**src/rtl/sbr_pkg.sv**
```systemverilog
// Shared constants, carriers and state types of the serial boot responder.
// Assumes a single 250 MHz system clock and an active-low async reset.
package sbr_pkg;

	// ************************************************************
	// Link and command bytes
	// ************************************************************
	localparam logic [7:0] SBR_SYNC1 = 8'h86; // First matching byte
	localparam logic [7:0] SBR_SYNC2 = 8'h79; // Second matching byte
	localparam logic [7:0] SBR_CMD_SUM = 8'h90; // Checksum output command
	localparam logic [7:0] SBR_CMD_ID = 8'hC0; // Product record command
	localparam logic [7:0] SBR_ERR_FRAME = 8'hA1; // Bad stop bit on command
	localparam logic [7:0] SBR_ERR_NOISE = 8'hA3; // Start bit glitch
	localparam logic [7:0] SBR_ERR_CMD = 8'h63; // Unknown command byte
	localparam logic [7:0] SBR_BLANK_YES = 8'hAA; // Every byte erased
	localparam logic [7:0] SBR_BLANK_NO = 8'h55; // Some byte written
	localparam logic [7:0] SBR_ERASED = 8'hFF; // Value of an erased byte
	localparam logic [7:0] SBR_ZERO_BYTE = 8'h00; // Zero byte

	// ************************************************************
	// Flash range scanned by the checksum pass
	// ************************************************************
	localparam logic [15:0] SBR_FLASH_FIRST = 16'h8000;
	localparam logic [15:0] SBR_FLASH_LAST = 16'hFFFF;
	localparam logic [15:0] SBR_SUM_INIT = 16'h0000;

	// ************************************************************
	// Response sequencing indices
	// ************************************************************
	localparam int SBR_REC_LEN = 21; // Start mark, count and payload
	localparam logic [4:0] SBR_IDX_FIRST = 5'h00; // First response byte
	localparam logic [4:0] SBR_IDX_ONE = 5'h01; // Second response byte
	localparam logic [4:0] SBR_SUM_LAST_IDX = 5'h02; // Blank, high, low
	localparam logic [4:0] SBR_ERR_LAST_IDX = 5'h02; // Three error bytes
	localparam logic [4:0] SBR_ID_REC_LAST = 5'h15; // Last table byte
	localparam logic [4:0] SBR_ID_CS_FIRST = 5'h03; // First summed payload
	localparam logic [4:0] SBR_ID_LAST_IDX = 5'h16; // Record checksum

	// Record table, element 0 goes out first after the 0xC0 echo
	localparam logic [SBR_REC_LEN-1:0][7:0] SBR_ID_RECORD = {
		8'h3F, 8'h08, 8'h00, 8'h60, 8'h00, 8'h00,
		8'hFF, 8'hFF, 8'h00,
		8'h00, 8'h80, 8'h00,
		8'h01,
		8'h80,
		8'h00, 8'h00, 8'h00, 8'hFD,
		8'h03,
		8'h13, 8'h3A
	};

	// ************************************************************
	// Bit timing
	// ************************************************************
	localparam logic [15:0] SBR_BAUD_MIN = 16'h0004; // Shortest bit period
	localparam logic [15:0] SBR_CNT_MAX = 16'hFFFF; // Measure timeout
	localparam logic [15:0] SBR_CNT_ONE = 16'h0001;
	localparam logic [2:0] SBR_AB_FIRST_BIT = 3'h1; // Bit after the 2-bit low
	localparam logic [2:0] SBR_RX_LAST_BIT = 3'h7;
	localparam logic [3:0] SBR_TX_LAST_BIT = 4'h9; // Eight data plus stop
	localparam int SBR_FIFO_DEPTH = 16;
	localparam int SBR_BYTE_W = 8;

	// ************************************************************
	// Carriers and state types
	// ************************************************************
	typedef struct packed {
		logic valid; // One-cycle pulse
		logic ferr; // Stop bit sampled low
		logic noise; // Start bit vanished at mid-bit
		logic [7:0] data;
	} sbr_rx_type;

	typedef enum {S_SYNC1, S_SYNC2, S_CMD, S_SCAN, S_SUM, S_ID, S_ERR,
		S_DEAD} sbr_seq_type;
	typedef enum {RX_IDLE, RX_MEAS, RX_START, RX_BITS, RX_STOP} sbr_rxs_type;
	typedef enum {TX_IDLE, TX_BUSY} sbr_txs_type;

endpackage

```
**src/rtl/sbr_fifo.sv**
```systemverilog
// Synchronous FIFO held in flip-flops with valid/ready on both sides.
// Assumes one clock for both sides and an active-low async reset.
module sbr_fifo #(
	parameter int WIDTH = 8,
	parameter int DEPTH = 16
) (
	input wire logic clk_sys,
	input wire logic rstn,
	input wire logic in_valid,
	output logic in_ready,
	input wire logic [WIDTH-1:0] in_data,
	output logic out_valid,
	input wire logic out_ready,
	output logic [WIDTH-1:0] out_data
);

	localparam int AW = $clog2(DEPTH);
	localparam logic [AW:0] FULL_CNT = (AW+1)'(DEPTH);

	logic [DEPTH-1:0][WIDTH-1:0] mem_q; // Storage
	logic [AW-1:0] wr_q; // Write index
	logic [AW-1:0] rd_q; // Read index
	logic [AW:0] cnt_q; // Fill level
	logic push;
	logic pop;

	// Honest flags straight from the fill level
	assign in_ready = (cnt_q != FULL_CNT);
	assign out_valid = (cnt_q != '0);
	assign out_data = mem_q[rd_q];
	assign push = in_valid & in_ready;
	assign pop = out_valid & out_ready;

	// ************************************************************
	// Storage write
	// ************************************************************
	always_ff @(posedge clk_sys or negedge rstn) begin
		if (!rstn) begin
			mem_q <= '0;
		end else if (push) begin
			mem_q[wr_q] <= in_data;
		end
	end

	// ************************************************************
	// Pointers and level
	// ************************************************************
	always_ff @(posedge clk_sys or negedge rstn) begin
		if (!rstn) begin
			wr_q <= '0;
			rd_q <= '0;
			cnt_q <= '0;
		end else begin
			if (push) begin
				wr_q <= wr_q + 1'b1;
			end
			if (pop) begin
				rd_q <= rd_q + 1'b1;
			end
			if (push && !pop) begin
				cnt_q <= cnt_q + 1'b1;
			end else if (pop && !push) begin
				cnt_q <= cnt_q - 1'b1;
			end
		end
	end

endmodule // sbr_fifo

```
**src/rtl/sbr_responder.sv**
```systemverilog
// Serial boot responder: autobaud handshake, checksum and product record.
// Assumes rxd comes from a pin and the flash answers one cycle after a read.
// ************************************************************
// Responder top
// ************************************************************
// Notes on behaviour
// - 0x86 sets rate; echo it, else silence
// - Autobaud first byte; later bytes at that rate
// - 0x79 echoed when matched, else silence
// - 0x90 accepted without any echo byte
// - Rejected command: three error bytes, then idle
// - Blank byte 0xAA if all erased, else 0x55
// - Checksum high byte then low byte
// - After last byte, wait next command
// - 0xC0 accepted and echoed
// - Record starts 0x3A then count 0x13
// - First payload byte 0x03, address width
// - Eighth byte ROM size code 0x80
// - Writable range 008000 to 00FFFF, upper first
// - Last byte negates payload byte sum
module sbr_responder
	import sbr_pkg::*;
(
	input wire logic clk_sys,
	input wire logic rstn,
	input wire logic rxd,
	output logic txd,
	output logic flash_rd,
	output logic [15:0] flash_addr,
	input wire logic [7:0] flash_rdata,
	output logic dead
);

	// ************************************************************
	// Declarations
	// ************************************************************
	logic rx_s1_q; // First synchroniser stage
	logic rx_s2_q; // Synchronised line level
	sbr_rxs_type rx_st_q; // Receiver state
	logic [15:0] baud_q; // Bit period in cycles
	logic [15:0] rcnt_q; // Receiver cycle count
	logic [2:0] rbit_q; // Receive bit index
	logic [7:0] rsh_q; // Received bits
	logic ab_q; // Frame aligned by measurement
	sbr_rx_type rx_q; // Received byte pulse
	logic [15:0] half_w; // Mid-bit sample point
	sbr_txs_type tx_st_q; // Transmitter state
	logic [15:0] tcnt_q; // Transmit cycle count
	logic [3:0] tbit_q; // Transmit bit index
	logic [8:0] tsh_q; // Data and stop bit
	logic txd_q; // Line driver
	sbr_seq_type seq_q; // Exchange sequencer
	logic [4:0] idx_q; // Response byte index
	logic echo_v_q; // Echo byte waiting
	logic [7:0] echo_d_q; // Echo byte value
	logic [7:0] err_q; // Error byte to repeat
	logic [7:0] csum_q; // Record payload sum
	logic [15:0] addr_q; // Scan address
	logic rd_q; // Scan read strobe
	logic vld_q; // Flash data valid
	logic last_q; // Valid data is the last one
	logic [15:0] sum_q; // Flash checksum
	logic blank_q; // Every scanned byte erased
	logic push_v; // Byte offered to the FIFO
	logic [7:0] push_d;
	logic push_rdy;
	logic push_fire;
	logic fo_valid; // FIFO head present
	logic [7:0] fo_data;
	logic fo_ready;
	logic rx_good; // Clean byte received
	logic scan_go; // Checksum pass starts

	assign half_w = {1'b0, baud_q[15:1]};
	assign rx_good = rx_q.valid && !rx_q.ferr && !rx_q.noise;
	assign scan_go = (seq_q == S_CMD) && rx_good && (rx_q.data == SBR_CMD_SUM);
	assign txd = txd_q;
	assign flash_rd = rd_q;
	assign flash_addr = addr_q;
	assign dead = (seq_q == S_DEAD);

	// ************************************************************
	// Receiver
	// ************************************************************
	// Two stages before any logic looks at the pin
	always_ff @(posedge clk_sys or negedge rstn) begin
		if (!rstn) begin
			rx_s1_q <= 1'b1;
			rx_s2_q <= 1'b1;
		end else begin
			rx_s1_q <= rxd;
			rx_s2_q <= rx_s1_q;
		end
	end

	// Frame receiver; while waiting for 0x86 it measures the leading low run
	always_ff @(posedge clk_sys or negedge rstn) begin
		if (!rstn) begin
			rx_st_q <= RX_IDLE;
			baud_q <= SBR_CNT_MAX;
			rcnt_q <= '0;
			rbit_q <= '0;
			rsh_q <= '0;
			ab_q <= 1'b0;
			rx_q <= '0;
		end else begin
			rx_q.valid <= 1'b0;
			rcnt_q <= rcnt_q + SBR_CNT_ONE;
			case (rx_st_q)
				RX_IDLE: begin
					rcnt_q <= SBR_CNT_ONE;
					ab_q <= 1'b0;
					if (!rx_s2_q) begin
						// Start and bit 0 of 0x86 form one two-bit low run
						rx_st_q <= (seq_q == S_SYNC1) ? RX_MEAS : RX_START;
					end
				end
				RX_MEAS: begin
					if (rcnt_q == SBR_CNT_MAX) begin
						rx_st_q <= RX_IDLE; // Line stuck low, no answer
					end else if (rx_s2_q) begin
						// Half the run is one bit; reused for the whole exchange
						baud_q <= {1'b0, rcnt_q[15:1]};
						rcnt_q <= '0;
						rbit_q <= SBR_AB_FIRST_BIT;
						rsh_q <= '0;
						ab_q <= 1'b1;
						rx_st_q <= (rcnt_q[15:1] < SBR_BAUD_MIN) ? RX_IDLE
							: RX_START;
					end
				end
				RX_START: begin
					if (rcnt_q == half_w) begin
						rcnt_q <= '0;
						if (ab_q) begin
							// Mid point of bit 1, already past the start bit
							rsh_q[rbit_q] <= rx_s2_q;
							rbit_q <= rbit_q + 3'h1;
							rx_st_q <= RX_BITS;
						end else if (!rx_s2_q) begin
							rbit_q <= '0;
							rx_st_q <= RX_BITS;
						end else begin
							// Glitch: reported so a command can be refused
							rx_q <= '{valid: 1'b1, ferr: 1'b0, noise: 1'b1,
								data: SBR_ZERO_BYTE};
							rx_st_q <= RX_IDLE;
						end
					end
				end
				RX_BITS: begin
					if (rcnt_q == baud_q - SBR_CNT_ONE) begin
						rcnt_q <= '0;
						rsh_q[rbit_q] <= rx_s2_q;
						if (rbit_q == SBR_RX_LAST_BIT) begin
							rx_st_q <= RX_STOP;
						end else begin
							rbit_q <= rbit_q + 3'h1;
						end
					end
				end
				RX_STOP: begin
					if (rcnt_q == baud_q - SBR_CNT_ONE) begin
						rx_q <= '{valid: 1'b1, ferr: !rx_s2_q, noise: 1'b0,
							data: rsh_q};
						rx_st_q <= RX_IDLE;
					end
				end
				default: rx_st_q <= RX_IDLE;
			endcase
		end
	end

	// ************************************************************
	// Transmit buffer and transmitter
	// ************************************************************
	// The FIFO lets the sequencer run ahead of the slow line
	sbr_fifo #(
		.WIDTH(SBR_BYTE_W),
		.DEPTH(SBR_FIFO_DEPTH)
	) u_fifo (
		.clk_sys(clk_sys),
		.rstn(rstn),
		.in_valid(push_v),
		.in_ready(push_rdy),
		.in_data(push_d),
		.out_valid(fo_valid),
		.out_ready(fo_ready),
		.out_data(fo_data)
	);

	assign fo_ready = (tx_st_q == TX_IDLE);
	assign push_fire = push_v && push_rdy;

	// Serialiser at the measured rate, start bit out on the load edge
	always_ff @(posedge clk_sys or negedge rstn) begin
		if (!rstn) begin
			tx_st_q <= TX_IDLE;
			tcnt_q <= '0;
			tbit_q <= '0;
			tsh_q <= '0;
			txd_q <= 1'b1;
		end else begin
			case (tx_st_q)
				TX_IDLE: begin
					txd_q <= 1'b1;
					if (fo_valid) begin
						txd_q <= 1'b0;
						tsh_q <= {1'b1, fo_data};
						tcnt_q <= '0;
						tbit_q <= '0;
						tx_st_q <= TX_BUSY;
					end
				end
				TX_BUSY: begin
					tcnt_q <= tcnt_q + SBR_CNT_ONE;
					if (tcnt_q == baud_q - SBR_CNT_ONE) begin
						tcnt_q <= '0;
						if (tbit_q == SBR_TX_LAST_BIT) begin
							txd_q <= 1'b1;
							tx_st_q <= TX_IDLE;
						end else begin
							txd_q <= tsh_q[0];
							tsh_q <= {1'b1, tsh_q[8:1]};
							tbit_q <= tbit_q + 4'h1;
						end
					end
				end
				default: tx_st_q <= TX_IDLE;
			endcase
		end
	end

	// ************************************************************
	// Flash checksum pass
	// ************************************************************
	// One read per cycle; sum and blank check share the pass
	always_ff @(posedge clk_sys or negedge rstn) begin
		if (!rstn) begin
			addr_q <= SBR_FLASH_FIRST;
			rd_q <= 1'b0;
			vld_q <= 1'b0;
			last_q <= 1'b0;
			sum_q <= SBR_SUM_INIT;
			blank_q <= 1'b1;
		end else begin
			vld_q <= rd_q;
			last_q <= rd_q && (addr_q == SBR_FLASH_LAST);
			if (scan_go) begin
				addr_q <= SBR_FLASH_FIRST;
				rd_q <= 1'b1;
				sum_q <= SBR_SUM_INIT;
				blank_q <= 1'b1;
			end else begin
				if (rd_q) begin
					if (addr_q == SBR_FLASH_LAST) begin
						rd_q <= 1'b0;
					end else begin
						addr_q <= addr_q + SBR_CNT_ONE;
					end
				end
				if (vld_q) begin
					sum_q <= sum_q + {8'h00, flash_rdata};
					blank_q <= blank_q && (flash_rdata == SBR_ERASED);
				end
			end
		end
	end

	// ************************************************************
	// Response byte selection
	// ************************************************************
	// Echoes go first; response states wait behind them
	always_comb begin
		push_v = 1'b0;
		push_d = SBR_ZERO_BYTE;
		if (echo_v_q) begin
			push_v = 1'b1;
			push_d = echo_d_q;
		end else begin
			case (seq_q)
				S_SUM: begin
					push_v = 1'b1;
					if (idx_q == SBR_IDX_FIRST) begin
						push_d = blank_q ? SBR_BLANK_YES : SBR_BLANK_NO;
					end else if (idx_q == SBR_IDX_ONE) begin
						push_d = sum_q[15:8];
					end else begin
						push_d = sum_q[7:0];
					end
				end
				S_ID: begin
					push_v = 1'b1;
					if (idx_q == SBR_IDX_FIRST) begin
						push_d = SBR_CMD_ID;
					end else if (idx_q == SBR_ID_LAST_IDX) begin
						push_d = ~csum_q + 8'h01;
					end else begin
						push_d = SBR_ID_RECORD[idx_q - SBR_IDX_ONE];
					end
				end
				S_ERR: begin
					push_v = 1'b1;
					push_d = err_q;
				end
				default: push_v = 1'b0;
			endcase
		end
	end

	// ************************************************************
	// Exchange sequencer
	// ************************************************************
	// Bytes arriving while a response is busy are dropped
	always_ff @(posedge clk_sys or negedge rstn) begin
		if (!rstn) begin
			seq_q <= S_SYNC1;
			idx_q <= '0;
			echo_v_q <= 1'b0;
			echo_d_q <= '0;
			err_q <= SBR_ERR_CMD;
		end else begin
			if (push_fire && echo_v_q) begin
				echo_v_q <= 1'b0;
			end
			case (seq_q)
				S_SYNC1: begin
					if (rx_good && rx_q.data == SBR_SYNC1) begin
						echo_v_q <= 1'b1;
						echo_d_q <= SBR_SYNC1;
						seq_q <= S_SYNC2;
					end
				end
				S_SYNC2: begin
					if (rx_q.valid) begin
						if (rx_good && rx_q.data == SBR_SYNC2) begin
							echo_v_q <= 1'b1;
							echo_d_q <= SBR_SYNC2;
							seq_q <= S_CMD;
						end else begin
							seq_q <= S_SYNC1;
						end
					end
				end
				S_CMD: begin
					idx_q <= SBR_IDX_FIRST;
					if (rx_q.valid) begin
						if (rx_q.noise) begin
							err_q <= SBR_ERR_NOISE;
							seq_q <= S_ERR;
						end else if (rx_q.ferr) begin
							err_q <= SBR_ERR_FRAME;
							seq_q <= S_ERR;
						end else if (rx_q.data == SBR_CMD_SUM) begin
							seq_q <= S_SCAN;
						end else if (rx_q.data == SBR_CMD_ID) begin
							seq_q <= S_ID;
						end else begin
							err_q <= SBR_ERR_CMD;
							seq_q <= S_ERR;
						end
					end
				end
				S_SCAN: begin
					if (vld_q && last_q) begin
						seq_q <= S_SUM;
					end
				end
				S_SUM: begin
					if (push_fire && !echo_v_q) begin
						idx_q <= idx_q + SBR_IDX_ONE;
						if (idx_q == SBR_SUM_LAST_IDX) begin
							seq_q <= S_CMD;
						end
					end
				end
				S_ID: begin
					if (push_fire && !echo_v_q) begin
						idx_q <= idx_q + SBR_IDX_ONE;
						if (idx_q == SBR_ID_LAST_IDX) begin
							seq_q <= S_CMD;
						end
					end
				end
				S_ERR: begin
					if (push_fire && !echo_v_q) begin
						idx_q <= idx_q + SBR_IDX_ONE;
						if (idx_q == SBR_ERR_LAST_IDX) begin
							seq_q <= S_DEAD;
						end
					end
				end
				S_DEAD: seq_q <= S_DEAD;
				default: seq_q <= S_SYNC1;
			endcase
		end
	end

	// Sum of the nineteen payload bytes as they leave
	always_ff @(posedge clk_sys or negedge rstn) begin
		if (!rstn) begin
			csum_q <= '0;
		end else if (seq_q != S_ID) begin
			csum_q <= '0;
		end else if (push_fire && !echo_v_q && idx_q >= SBR_ID_CS_FIRST
			&& idx_q <= SBR_ID_REC_LAST) begin
			csum_q <= csum_q + push_d;
		end
	end
endmodule // sbr_responder

```
**config.mk**
```make
export PLATFORM = sky130hd
export DESIGN_NAME = sbr_responder
export DESIGN_NICKNAME = d
export VERILOG_FILES = /design/src/rtl/sbr_pkg.sv /design/src/rtl/sbr_fifo.sv /design/src/rtl/sbr_responder.sv
export SDC_FILE = /design/constraint.sdc
export NUM_CORES = 1
export LEC_CHECK = 0
export ABC_AREA = 1
export BUFFER_PORTS_ARGS = -buffer_cell sky130_fd_sc_hd__buf_4
export CAP_MARGIN = 20
export CORE_AREA = 2 2 179 181
export DETAILED_ROUTE_END_ITERATION = 8
export DIE_AREA = 0 0 181 183
export PLACE_DENSITY = 0.85
export SYNTH_ARGS = -nofsm -noshare
export SYNTH_HDL_FRONTEND = slang
export SYNTH_HIERARCHICAL = 1
export SYNTH_SLANG_ARGS = --single-unit
```
**constraint.sdc**
```tcl
create_clock -name clk_sys -period 3.1 [get_ports clk_sys]
set_input_delay 0 -clock clk_sys [delete_from_list [all_inputs] [get_ports clk_sys]]
set_output_delay 0 -clock clk_sys [all_outputs]
set_load 0.01 [all_outputs]
```
==> results.tsv <==
stage	metric	value	unit
routing	routed len/inst	15.9	µm
synthesis	cell count after synthesis	2477	
place	GPL Wtd Cong	0.905	
synthesis	#FFs+latches synth	290	
worst_setup_path	R2R setup slack	-0.12	ns
worst_setup_path	Crit path arrival time	3.62	ns
worst_setup_path	FF-to-FF End	csum_q[6]$_DFFE_PN0P_	
synthesis	number of synthesized flops with an enable pin	0	
floorplanning	Starting Density	57.2	%
pwr	Switching Fraction	28.4	%
synthesis	Synth area leader	dfrtp_1	
worst_setup_path	CP required	3.50	ns
synthesis	top cells by area, synth	dfrtp_1 37%, nand2_1 18%, nand4_1 5.7%	
place	DP HPWL	32000	µm
global_routing	Congestion Overflow GR	0	
timing	post-route minimum period	3.22	ns
finish	synthesis-to-finish area growth	12.2	%
timing	final setup skew	0.0256	ns
global_routing	GRT Total Usage	28.3	%
floorplanning	die area	33100	µm²
pwr	LEAKAGE	9.91	nW
worst_setup_path	crit-path max cell delay	0.42	ns
finish	most frequent cells in the layout	854 x nand2_1, 265 x dfrtp_1, 220 x inv_1	
synthesis	Synth top area share	37.4	%
floorplanning	core region area	31200	µm²
global_routing	first-pass GRT wire length	78300	µm
routing	post-route ant nets	0	
worst_setup_path	critical path type	reg2reg	
clock_tree	Worst-Skew Late Latency	0.53	ns
routing	DR vias	17000	
timing	Max Slew Vio Count	0	
worst_setup_path	crit path capture type	flop	
synthesis	distinct cell type count after synthesis	50	
pwr	Logic pwr share	14.9	%
place	# port buffers	29	
pwr	clock power share	43.3	%
worst_setup_path	cells along the critical path	inv_4 > ha_4 > inv_4 > ha_4 > a21oi_4 > o21ai_4 > nor2_2 > o21ai_2 > a21oi_2 > a31oi_2 > ha_2 > inv_2 > fa_2 > nand3b_1 > and2_4 > o21ai_2 > a21oi_2 > xor2_1 > o22ai_1	
worst_setup_path	r2r startpoint	idx_q[0]$_DFFE_PN0P_	
synthesis	Yosys warnings	6	
synthesis	synthesized area	17900	µm²
clock_tree	Root Driver	clkbuf_16	
routing	DRC Markers	0	
finish	fin util	64.2	%
floorplanning	die outline height	183	µm
pwr	Sequential Power Share	41.9	%
global_routing	vias in the first global route	16400	
finish	final instance area	20100	µm²
timing	Fin. Hold Viols	0	
place	Post-DP Area	18600	µm²
timing	FMAX	0.310	GHz
outcome	status	finished, violations left	
timing	Final WS setup	-0.123	ns
pwr	PD cells	465	nW/µm²
floorplanning	die width	181	µm
worst_setup_path	r2r worst-path depth	19	
finish	commonest non-fill, non-tap cell in the layout	nand2_1	
clock_tree	CTS H-tree depth	2	
finish	fraction of layout cells with a size suffix above 1	12.2	%
timing	Worst-Margin Slew	0.865	ns
finish	Final nets	2576	
clock_tree	TritonCTS Buffers	34	
clock_tree	CTS tree	yes	
routing	via/cell ratio	5.77	
synthesis	post-synthesis sequential area ratio	40.8	%
floorplanning	FP Rows	65	
hold_path	HP Class	in2async	
timing	Tcrit/Tclk final	104	%
finish	Antenna Cells	0	
timing	RSZ-0062 raised after global routing	true	
global_routing	largest net degree at the start of global routing	146	
worst_setup_path	CP max stage cell	dfrtp_2	
synthesis	ys flop type	dfrtp_1	
pwr	Psw	2.65	mW
routing	Routed WL	46800	µm
timing	Setup-failing EPs final	3	
flow_run	max-cap violations	0	
global_routing	initial antenna violation count	0	
pwr	Peak supply drop	0.510	mV
synthesis	Syn Nets	2534	
routing	first-pass iteration count of the detailed router	6	
worst_setup_path	CP Max Fanout	4	
routing	DRT iter0 DRCs	1662	
outcome	violated checks	negative setup slack	
synthesis	syn avg cell area	7.22	µm²
worst_setup_path	critical path startpoint category	flop	
floorplanning	Ports	30	
timing	relative max-transition margin	42.1	%
clock_tree	CTS Buffer Depth	3	
synthesis	asr flop ratio synth	100	%
clock_tree	clock-pin slew on the worst setup and hold paths	0.06	ns
clock_tree	number of clock sinks	290	
pwr	Internal Pwr Total	6.67	mW
## cell families after synthesis
group	count (synthesis)	share of synthesized area, %
xor gates and xnor gates	51	2.50
AOI/OAI and AO/OA	240	7.34
buffers and inverters	341	8.20
adders and majority gates	46	3.35
and+or+nand+nor	1509	37.9
DFF	290	40.8
## cells in the mapped netlist, types with 9 or more instances
cell      count
dfstp_2      23
nand2_1     857
clkbuf_1     46
dfrtp_1     267
inv_1       227
nand3_1     177
nor2_1      185
nand2_2      11
ha_1         43
nand4_1     162
nor3_1       34
o21ai_0     111
nor2_4       12
nand3_2      16
buf_6        17
buf_2        26
o22ai_1      20
or2_2        11
xnor2_1      16
a21oi_1      62
o21ai_1      16
a31oi_1       9
nor2_2       21
xor2_1       35
## worst max-delay path, delay by kind of cell, from the launching register on
family	cells	cell delay [ns]
XOR/XNOR	1	0.14
AND/OR/NAND/NOR	3	0.39
buffers and inverters	3	0.15
adder cells (fa/ha/maj)	4	1.01
AO/OA/AOI/OAI	8	0.99
flip-flops	1	0.42
## area by class of cell
type / count / area [µm²]
fill: 2664 / 11200
multi-input combinational: 1846 / 9320
sequential: 290 / 7290
clock buffer: 48 / 1020
inverter: 242 / 917
timing repair buffer: 105 / 885
tap: 402 / 503
clock inverter: 12 / 114
## power groups by stage
stage          clock network, mW  logic (mW)  registers, mW
2_1_floorplan                  0        1.01           3.95
3_3_place_gp                   0        1.32           3.97
3_5_place_dp                   0        1.36           3.97
4_1_cts                     4.09        1.38           3.90
5_1_grt                     4.24        1.58           3.91
6_report                    4.04        1.39           3.91
## routing by layer
metal,track usage (%),wire (µm)
met5,0,0
met3,4.39,3330
met4,10.8,1480
met1,37.5,19800
met2,47.4,22200
## through the flow
step	cells	power, mW	hold slack, ns	setup slack, ns	setup TNS [ns]
3_5_place_dp	2867	5.33	0.000473	-0.162	-0.301
5_1_grt	2945	9.74	0.0834	-0.303	-0.820
2_1_floorplan	2477	4.96	-0.296	0.00686	0
4_1_cts	2939	9.37	0.0249	-0.0481	-0.0638
3_3_place_gp	2867	5.29	0.000589	-0.0759	-0.0759
6_report	2945	9.33	0.0292	-0.123	-0.171
## registers in the layout (all words and copies together), names as in the netlist, 4 cells and up
name,flops
baud_q,16
csum_q,8
flash_addr,16
idx_q,5
rcnt_q,16
rsh_q,8
rx_q,11
sum_q,16
tbit_q,4
tcnt_q,16
tsh_q,9
u_fifo/cnt_q,5
u_fifo/mem_q,128
u_fifo/rd_q,4
u_fifo/wr_q,4
## worst max-delay path by stage
stage                                    start               endpoint
after global placement    idx_q[0]$_DFFE_PN0P_  csum_q[6]$_DFFE_PN0P_
final                     idx_q[0]$_DFFE_PN0P_  csum_q[6]$_DFFE_PN0P_
after global routing      idx_q[0]$_DFFE_PN0P_  csum_q[6]$_DFFE_PN0P_
after floorplan           idx_q[1]$_DFFE_PN0P_  csum_q[6]$_DFFE_PN0P_
after detailed placement  idx_q[0]$_DFFE_PN0P_  csum_q[6]$_DFFE_PN0P_
after CTS                 idx_q[0]$_DFFE_PN0P_  csum_q[6]$_DFFE_PN0P_
## repair_timing
item | CTS | global route
hold buffers | 9 | 0
gates resized for setup | 9 | 32
pin swaps | 17 | 28
endpoints found under the hold margin | 182 | 0
setup endpoints to repair | 3 | 5
buffers inserted | 3 | 6
Note: power is estimated with default switching activity, not from simulation.
